`src/tbi_defs.vh`:
```
`ifndef TBI_DEFS_VH
`define TBI_DEFS_VH

// register indexes on the bus; byte address is four times the index
`define TBI_ADDR_W          16
`define TBI_OFF_FDL_STAT    16'h0B70
`define TBI_OFF_FDL_EN      16'h0B71
`define TBI_OFF_SSM_STAT    16'h0B74
`define TBI_OFF_SSM_EN      16'h0B75
`define TBI_OFF_CI_STAT     16'h0B41
`define TBI_OFF_CI_EN       16'h0B42

// byte address is four times the index
`define TBI_BYTE_ADDR(idx)  ({(idx), 2'h0})

// fdl event bit positions
`define TBI_B_CODE_CHG      0
`define TBI_B_MATCH1        1
`define TBI_B_TX_EMPTY      2
`define TBI_B_RX_FULL       3
`define TBI_B_ABORT         4
`define TBI_B_CLEARED       5
`define TBI_B_MATCH2        6
`define TBI_B_MATCH3        7

// customer installation bits
`define TBI_B_RAI_CI        0
`define TBI_B_AIS_CI        1
`define TBI_B_RAI_ST        4
`define TBI_B_AIS_ST        5

// sync status message bit
`define TBI_B_SSM_UNST      6

`define TBI_RST_BYTE        8'h00
`define TBI_RST_WORD        32'h0000_0000
`define TBI_RST_SSM         6'h00
`define TBI_CI_EN_MASK      8'h03
`define TBI_SSM_EN_MASK     8'h40
`define TBI_CLR_COUNT       2'h3
`define TBI_AIS_PERIOD      386

`endif

```
`src/tbi_flag_reg.v`:
```
`timescale 1ns/1ps
`default_nettype none

// sticky clear-on-read flag byte
module tbi_flag_reg #(
	parameter W = 8
) (
	input  wire         clk_i,
	input  wire         arst_n_i,
	input  wire [W-1:0] set_i,
	input  wire         rd_clr_i,
	output reg  [W-1:0] flag_o
);

	// set wins over read clear
	always @(posedge clk_i or negedge arst_n_i) begin
		if (!arst_n_i) begin
			flag_o <= {W{1'h0}};
		end else begin
			flag_o <= (rd_clr_i ? {W{1'h0}} : flag_o) | set_i;
		end
	end

endmodule

`default_nettype wire

```
`src/tbi_event_irq.v`:
```
// Chosen here: the APB register port.
`timescale 1ns/1ps
`default_nettype none
`include "tbi_defs.vh"

module tbi_event_irq #(
	parameter SSM_W = 6
) (
	input  wire                    clk_i,
	input  wire                    arst_n_i,
	input  wire                    psel_i,
	input  wire                    penable_i,
	input  wire                    pwrite_i,
	input  wire [`TBI_ADDR_W+1:0]  paddr_i,
	input  wire [31:0]             pwdata_i,
	output wire                    pready_o,
	output reg  [31:0]             prdata_o,
	output wire                    pslverr_o,
	input  wire                    ais_ci_det_i,
	input  wire                    ais_ci_sig_ok_i,
	input  wire                    rai_ci_det_i,
	input  wire                    esf_mode_i,
	input  wire                    msg_valid_i,
	input  wire                    filter_ok_i,
	input  wire                    match_one_i,
	input  wire                    match_two_i,
	input  wire                    match_three_i,
	input  wire                    code_valid_i,
	input  wire                    code_framed_i,
	input  wire                    abort_ones_i,
	input  wire                    holding_full_i,
	input  wire                    tx_repeats_done_i,
	input  wire                    ssm_valid_i,
	input  wire [SSM_W-1:0]        ssm_code_i,
	output reg                     irq_o
);

	localparam ST_IDLE   = 2'h1;
	localparam ST_ACCESS = 2'h2;

	reg  [1:0]        state_q;
	reg  [1:0]        state_d;
	reg  [7:0]        fdl_en_q;
	reg  [7:0]        ci_en_q;
	reg  [7:0]        ssm_en_q;
	reg               ais_q;
	reg               rai_q;
	reg  [1:0]        nocode_cnt_q;
	reg  [SSM_W-1:0]  ssm_prev_q;
	reg               ssm_seen_q;
	reg               last_code_valid_q;
	wire [7:0]        fdl_flag;
	wire [7:0]        ci_flag;
	wire [7:0]        ssm_flag;
	wire [7:0]        fdl_set;
	wire [7:0]        ci_set;
	wire [7:0]        ssm_set;
	wire              rai_now;
	wire              ais_now;
	wire              access;
	wire              wr;
	wire              rd;
	wire              hit_fdl_s;
	wire              hit_fdl_e;
	wire              hit_ssm_s;
	wire              hit_ssm_e;
	wire              hit_ci_s;
	wire              hit_ci_e;
	wire              hit_any;
	wire              setup_rd;
	wire              ci_clr;
	wire              fdl_clr;
	wire              ssm_clr;
	wire              ci_en_wr;
	wire              fdl_en_wr;
	wire              ssm_en_wr;
	wire              irq_d;
	reg  [7:0]        rdata_d;

	function hit;
		input [`TBI_ADDR_W+1:0] a;
		input [`TBI_ADDR_W-1:0] idx;
		begin
			hit = (a == `TBI_BYTE_ADDR(idx));
		end
	endfunction

	// status view includes a set landing in setup
	function [7:0] stat_view;
		input [7:0] flag;
		input [7:0] ev;
		begin
			stat_view = flag | ev;
		end
	endfunction

	// any flag that is enabled
	function any_on;
		input [7:0] flag;
		input [7:0] en;
		begin
			any_on = |(flag & en);
		end
	endfunction

	// apb decode, zero wait states
	assign access    = psel_i & penable_i;
	assign wr        = access & pwrite_i;
	assign rd        = access & ~pwrite_i;
	assign pready_o  = (state_q == ST_ACCESS);
	assign hit_fdl_s = hit(paddr_i, `TBI_OFF_FDL_STAT);
	assign hit_fdl_e = hit(paddr_i, `TBI_OFF_FDL_EN);
	assign hit_ssm_s = hit(paddr_i, `TBI_OFF_SSM_STAT);
	assign hit_ssm_e = hit(paddr_i, `TBI_OFF_SSM_EN);
	assign hit_ci_s  = hit(paddr_i, `TBI_OFF_CI_STAT);
	assign hit_ci_e  = hit(paddr_i, `TBI_OFF_CI_EN);
	assign hit_any   = hit_fdl_s | hit_fdl_e | hit_ssm_s | hit_ssm_e | hit_ci_s | hit_ci_e;
	assign pslverr_o = pready_o & ~hit_any;

	// clear and write strobes act at the access edge
	assign setup_rd  = psel_i & ~penable_i & ~pwrite_i;
	assign ci_clr    = rd & hit_ci_s;
	assign fdl_clr   = rd & hit_fdl_s;
	assign ssm_clr   = rd & hit_ssm_s;
	assign ci_en_wr  = wr & hit_ci_e;
	assign fdl_en_wr = wr & hit_fdl_e;
	assign ssm_en_wr = wr & hit_ssm_e;

	always @* begin
		state_d = ST_IDLE;
		case (state_q)
			ST_IDLE: begin
				if (psel_i & ~penable_i) begin
					state_d = ST_ACCESS;
				end
			end
			ST_ACCESS: begin
				state_d = ST_IDLE;
			end
			default: begin
				state_d = ST_IDLE;
			end
		endcase
	end

	always @(posedge clk_i or negedge arst_n_i) begin
		if (!arst_n_i) begin
			state_q <= ST_IDLE;
		end else begin
			state_q <= state_d;
		end
	end

	assign ais_now = ais_ci_det_i & ais_ci_sig_ok_i;
	assign rai_now = rai_ci_det_i & esf_mode_i;

	// ci level history for edge detection
	always @(posedge clk_i or negedge arst_n_i) begin
		if (!arst_n_i) begin
			ais_q <= 1'h0;
			rai_q <= 1'h0;
		end else begin
			ais_q <= ais_now;
			rai_q <= rai_now;
		end
	end

	// non-code run length and last code state
	always @(posedge clk_i or negedge arst_n_i) begin
		if (!arst_n_i) begin
			nocode_cnt_q      <= 2'h0;
			last_code_valid_q <= 1'h0;
		end else if (msg_valid_i) begin
			last_code_valid_q <= code_valid_i;
			if (code_framed_i & ~code_valid_i) begin
				if (nocode_cnt_q != `TBI_CLR_COUNT) begin
					nocode_cnt_q <= nocode_cnt_q + 2'h1;
				end
			end else begin
				nocode_cnt_q <= 2'h0;
			end
		end
	end

	// last valid ssm and first-seen marker
	always @(posedge clk_i or negedge arst_n_i) begin
		if (!arst_n_i) begin
			ssm_prev_q <= `TBI_RST_SSM;
			ssm_seen_q <= 1'h0;
		end else if (ssm_valid_i) begin
			ssm_prev_q <= ssm_code_i;
			ssm_seen_q <= 1'h1;
		end
	end

	assign ci_set[`TBI_B_AIS_CI] = ais_now ^ ais_q;
	assign ci_set[`TBI_B_RAI_CI] = rai_now ^ rai_q;
	assign ci_set[7:2] = 6'h00;

	assign fdl_set[`TBI_B_MATCH1]   = msg_valid_i & filter_ok_i & match_one_i;
	assign fdl_set[`TBI_B_MATCH2]   = msg_valid_i & filter_ok_i & match_two_i;
	assign fdl_set[`TBI_B_MATCH3]   = msg_valid_i & filter_ok_i & match_three_i;
	assign fdl_set[`TBI_B_CLEARED]  = msg_valid_i & code_framed_i & ~code_valid_i &
		(nocode_cnt_q == `TBI_CLR_COUNT - 2'h1);
	assign fdl_set[`TBI_B_ABORT]    = abort_ones_i;
	assign fdl_set[`TBI_B_RX_FULL]  = holding_full_i;
	assign fdl_set[`TBI_B_TX_EMPTY] = tx_repeats_done_i;
	assign fdl_set[`TBI_B_CODE_CHG] = msg_valid_i & filter_ok_i &
		(code_valid_i ^ last_code_valid_q);

	assign ssm_set[`TBI_B_SSM_UNST] = ssm_valid_i & ssm_seen_q & (ssm_code_i != ssm_prev_q);
	assign ssm_set[7]   = 1'h0;
	assign ssm_set[5:0] = 6'h00;

	tbi_flag_reg #(.W(8)) u_ci (
		.clk_i    (clk_i),
		.arst_n_i (arst_n_i),
		.set_i    (ci_set),
		.rd_clr_i (ci_clr),
		.flag_o   (ci_flag)
	);

	tbi_flag_reg #(.W(8)) u_fdl (
		.clk_i    (clk_i),
		.arst_n_i (arst_n_i),
		.set_i    (fdl_set),
		.rd_clr_i (fdl_clr),
		.flag_o   (fdl_flag)
	);

	tbi_flag_reg #(.W(8)) u_ssm (
		.clk_i    (clk_i),
		.arst_n_i (arst_n_i),
		.set_i    (ssm_set),
		.rd_clr_i (ssm_clr),
		.flag_o   (ssm_flag)
	);

	// enable registers
	always @(posedge clk_i or negedge arst_n_i) begin
		if (!arst_n_i) begin
			fdl_en_q <= `TBI_RST_BYTE;
			ci_en_q  <= `TBI_RST_BYTE;
			ssm_en_q <= `TBI_RST_BYTE;
		end else begin
			if (fdl_en_wr) begin
				fdl_en_q <= pwdata_i[7:0];
			end
			if (ci_en_wr) begin
				ci_en_q <= pwdata_i[7:0] & `TBI_CI_EN_MASK;
			end
			if (ssm_en_wr) begin
				ssm_en_q <= pwdata_i[7:0] & `TBI_SSM_EN_MASK;
			end
		end
	end

	// read mux, one byte per word, unmapped reads zero
	always @* begin
		rdata_d = `TBI_RST_BYTE;
		if (hit_fdl_s) begin
			rdata_d = stat_view(fdl_flag, fdl_set);
		end
		if (hit_fdl_e) begin
			rdata_d = fdl_en_q;
		end
		if (hit_ssm_s) begin
			rdata_d = stat_view(ssm_flag, ssm_set);
		end
		if (hit_ssm_e) begin
			rdata_d = ssm_en_q;
		end
		if (hit_ci_s) begin
			rdata_d = stat_view(ci_flag, ci_set) & `TBI_CI_EN_MASK;
			rdata_d[`TBI_B_AIS_ST] = ais_now;
			rdata_d[`TBI_B_RAI_ST] = rai_now;
		end
		if (hit_ci_e) begin
			rdata_d = ci_en_q;
		end
	end

	// read data register, loaded in setup
	always @(posedge clk_i or negedge arst_n_i) begin
		if (!arst_n_i) begin
			prdata_o <= `TBI_RST_WORD;
		end else if (setup_rd) begin
			prdata_o <= {24'h000000, rdata_d};
		end
	end

	assign irq_d = any_on(fdl_flag, fdl_en_q) | any_on(ci_flag, ci_en_q) |
		any_on(ssm_flag, ssm_en_q);

	always @(posedge clk_i or negedge arst_n_i) begin
		if (!arst_n_i) begin
			irq_o <= 1'h0;
		end else begin
			irq_o <= irq_d;
		end
	end

endmodule

`default_nettype wire

```
`config.mk`:
```
export PLATFORM = sky130hd
export DESIGN_NAME = tbi_event_irq
export DESIGN_NICKNAME = d
export VERILOG_FILES = /design/src/tbi_flag_reg.v /design/src/tbi_event_irq.v
export VERILOG_INCLUDE_DIRS = /design/src
export SDC_FILE = /design/constraint.sdc
export NUM_CORES = 1
export LEC_CHECK = 0
export ABC_AREA = 0
export BUFFER_PORTS_ARGS = -buffer_cell sky130_fd_sc_hd__buf_4
export CAP_MARGIN = 10
export CORE_MARGIN = 5
export CORE_UTILIZATION = 43
export DETAILED_ROUTE_END_ITERATION = 16
export GPL_TIMING_DRIVEN = 0
export PLACE_DENSITY = 0.77
export SETUP_SLACK_MARGIN = 0.1
export SLEW_MARGIN = 5
export SYNTH_ARGS = -nofsm -noshare
export SYNTH_HDL_FRONTEND = slang
export SYNTH_SLANG_ARGS = --single-unit
```
`constraint.sdc`:
```
create_clock -name clk_i -period 1.52 [get_ports clk_i]
set_input_delay 0.152 -clock clk_i [delete_from_list [all_inputs] [get_ports clk_i]]
set_output_delay 0.152 -clock clk_i [all_outputs]
set_load 0.1 [all_outputs]
```
==> impl_metrics.toml <==
[run_status]
outcome = "finished with violations"
violations = "setup timing"

[setup_path]
startpoint = "paddr_i[2]"
path_buf_inv = 3
cp-end-kind = "output port"
required_ns = 1.37
worstSetupPathType = "input pin to output port"
r2r-start = "ssm_prev_q[0]"
crit_chain = "buf_4 > clkbuf_1 > a21oi_1 > o21ai_0 > a31oi_4 > buf_12"
worstPathArrival_ns = 1.64
cp_top_family = "buffers and inverters"
critPathMaxFanout = 10
cp_slowest_cell = "clkbuf_1"
rrSetupSlack_ns = -0.02
start_kind = "input pin"
critPathMaxStageDelay_ns = 0.51

[floorplanning]
rows = 27
die_area_sq_mm = 0.00746
die_w_um = 86.3
core_area_sq_mm = 0.00557
initial_core_util_pct = 45.0
design.portCount = 111
fp.dieH_um = 86.3

[grt]
grt_max_degree = 46
antenna_found_initial = 0
grt_pass1_vias = 2245
grt_overflow = 0
grt_pass1_wl_um = 10300
grt_usage_pct = 17.5

[power_and_ir_drop]
vdd_ir_drop_max_mv = 0.551
p_sw_mw = 0.900
powerDensity_mw_per_mm2 = 754
p_seq_share_pct = 47.3
power_mw = 2.68
p_clk_share_pct = 27.0
combPwrFrac_pct = 25.7
p_leak_nw = 1.62
power.internal_mw = 1.78
swShare_pct = 33.5

[drt]
post_drt_via_cell_ratio = 5.39
route.final.wire_length_um = 6750
drt_iter0_drc = 181
drcViolationCount = 0
wl_per_cell_um = 16.3
dr.pass1.iters = 4
ant_nets = 0
via_count = 2236

[clock_network]
cts.clk_slew.worst_paths_ns = 0.08
insertion_delay_ns = 0.30
ctsRootBufferMaster = "clkbuf_8"
cts_buffer_depth = 2
cts.sinks = 45
cts_made_buffers = 5
cts_max_level = 2
cts_tree = "yes"

[synthesis]
yosysSeqAreaShare_pct = 45.0
synth_top_area_share_pct = 43.9
syn_inst = 234
yosysUniqueCellTypes = 58
synthFlopType = "dfrtp_1"
synth-async-reset-ratio_pct = 100
yosysWarnings = 0
synth.cell_area_sq_mm = 0.00251
syn_avg_cell_area_sq_um = 10.7
synth-seq-cells = 45
yosys.area.top_type = "dfrtp_1"
yosys-top-cells-area = "dfrtp_1, buf_4, mux2_2"
synth_edf_count = 0

[worst_hold_path]
hp-start = "abort_ones_i"
hp-class = "input pin to flop"

[sta]
slew_headroom_pct = 40.2
hold_violations = 0
worstMarginPinSlew_ns = 0.896
drv_slew = 0
clock-skew-final_ns = 0.00402
period_needed_ns = 1.80
setup_violations = 28
worst_slack_ns = -0.277
max_freq_ghz = 0.557
period_share_pct = 118
rsz0062_at_grt = "yes"

[place]
gp_congestion = 0.906
port_buffers = 60
post-place-ws_ns = -0.791
place_hpwl_um = 4670

[layout]
antenna_cells = 0
area_growth_pct = 42.1
drive_above_1_share_pct = 45.5
layout.nets = 420

[run]
drv_cap = 0
## sequential cells by signal, indices dropped and copies added (netlist names)
| register | cells |
|---|---|
| ais_q | 1 |
| ci_en_q | 2 |
| fdl_en_q | 8 |
| irq_o | 1 |
| last_code_valid_q | 1 |
| nocode_cnt_q | 2 |
| prdata_o | 8 |
| rai_q | 1 |
| ssm_en_q | 1 |
| ssm_prev_q | 6 |
| ssm_seen_q | 1 |
| state_q | 2 |
| u_ci.flag_o | 2 |
| u_fdl.flag_o | 8 |
| u_ssm.flag_o | 1 |
## placed cells by master (no fill, tap or decap), types with 5 or more instances in the layout
master	count
xor2_1	5
nand2_1	21
buf_4	88
conb_1	24
clkbuf_1	9
a32o_1	5
dfrtp_1	44
o21ai_0	8
clkbuf_8	5
mux2_4	12
mux2_2	7
buf_6	11
or3_1	5
## synth_stat cells (2+ instances only)
cell      number
a21o_1         4
a21oi_1        2
a22oi_1        3
a311o_1        2
a31oi_1        4
a32o_1         5
a32oi_1        2
and2_1         2
and3_1         3
buf_4         24
clkbuf_1       7
dfrtp_1       44
ha_1           2
inv_1          3
mux2_2        11
mux2_4         8
nand2_1       24
nand2b_1       2
nand3_1        4
nand3b_1       2
nand4_1        4
nor2_1         3
nor2b_1        3
nor3_1         5
nor4_1         2
o211a_1        2
o21ai_0       11
o21ai_1        2
o31ai_1        4
or3_1          5
xnor2_1        4
xor2_1         5
## cell type report
cell class / instances / area (sq um)
Tap cell: 72 / 90.1
Fill cell: 461 / 2010
Multi-Input combinational cell: 177 / 1380
Buffer: 31 / 206
Clock buffer: 7 / 76.3
Timing Repair Buffer: 78 / 654
Clock inverter: 1 / 7.51
Inverter: 4 / 15.0
Sequential cell: 45 / 1130
## final timing paths
path                              endpoint  cells past startpoint
max reg2reg                    prdata_o[6]                      5
min                        u_fdl.flag_o[4]                      2
min in group asynchronous  nocode_cnt_q[0]                      2
min reg2reg                     state_q[1]                      1
max in group asynchronous       state_q[0]                      2
max                              pslverr_o                      6
## power groups by stage
stage | logic, mW | clock network [mW] | registers [mW]
floorplan | 0.448 | 0 | 1.32
global placement | 0.651 | 0 | 1.29
detailed placement | 0.659 | 0 | 1.29
CTS | 0.679 | 0.742 | 1.27
global route | 0.728 | 0.805 | 1.27
finish | 0.690 | 0.725 | 1.27
## per-stage QoR
stage          util, %  cell area, sq um  hold WS (ns)  std cells  TNS, ns
3_5_place_dp      56.8              3170         0.185        389   -19.75
6_report          63.9              3560        0.0363        415    -3.69
5_1_grt           63.9              3560        0.0276        415    -4.29
4_1_cts           62.4              3480        0.0327        411    -3.90
2_1_floorplan        -              2630        -0.144        257    -7.58
3_3_place_gp      56.8              3170         0.181        389   -19.05
## cells by family (layout without fill, tap and decap cells)
group	count (synthesis)	after routing	share of synthesized area, %
simple gates	72	72	17.1
compound gates	51	51	15.0
flops	45	45	45.0
buf+inv	35	121	8.84
mux	19	19	9.74
xor+xnor	9	9	3.15
fa+ha+maj	2	2	0.998
other cells	1	24	0.150
## timing repair
action / 4_1_cts / 5_1_grt
hold buffers: 1 / 0
resized for setup: 28 / 13
setup buffers: 14 / 5
endpoints found under the setup margin: 31 / 31
pin swaps: 21 / 18
endpoints found under the hold margin: 44 / 0
## metal layers
layer / up-vias / GRT usage (%) / share of wire, % / wire length (um)
li1: 1028 / - / - / -
met1: 1099 / 22.4 / 40 / 2730
met2: 95 / 28.3 / 49 / 3300
met3: 14 / 4.47 / 8.6 / 577
met4: 0 / 6.80 / 2.0 / 138
met5: - / 0 / 0 / 0
No activity file was read; power rests on OpenSTA's default activity.
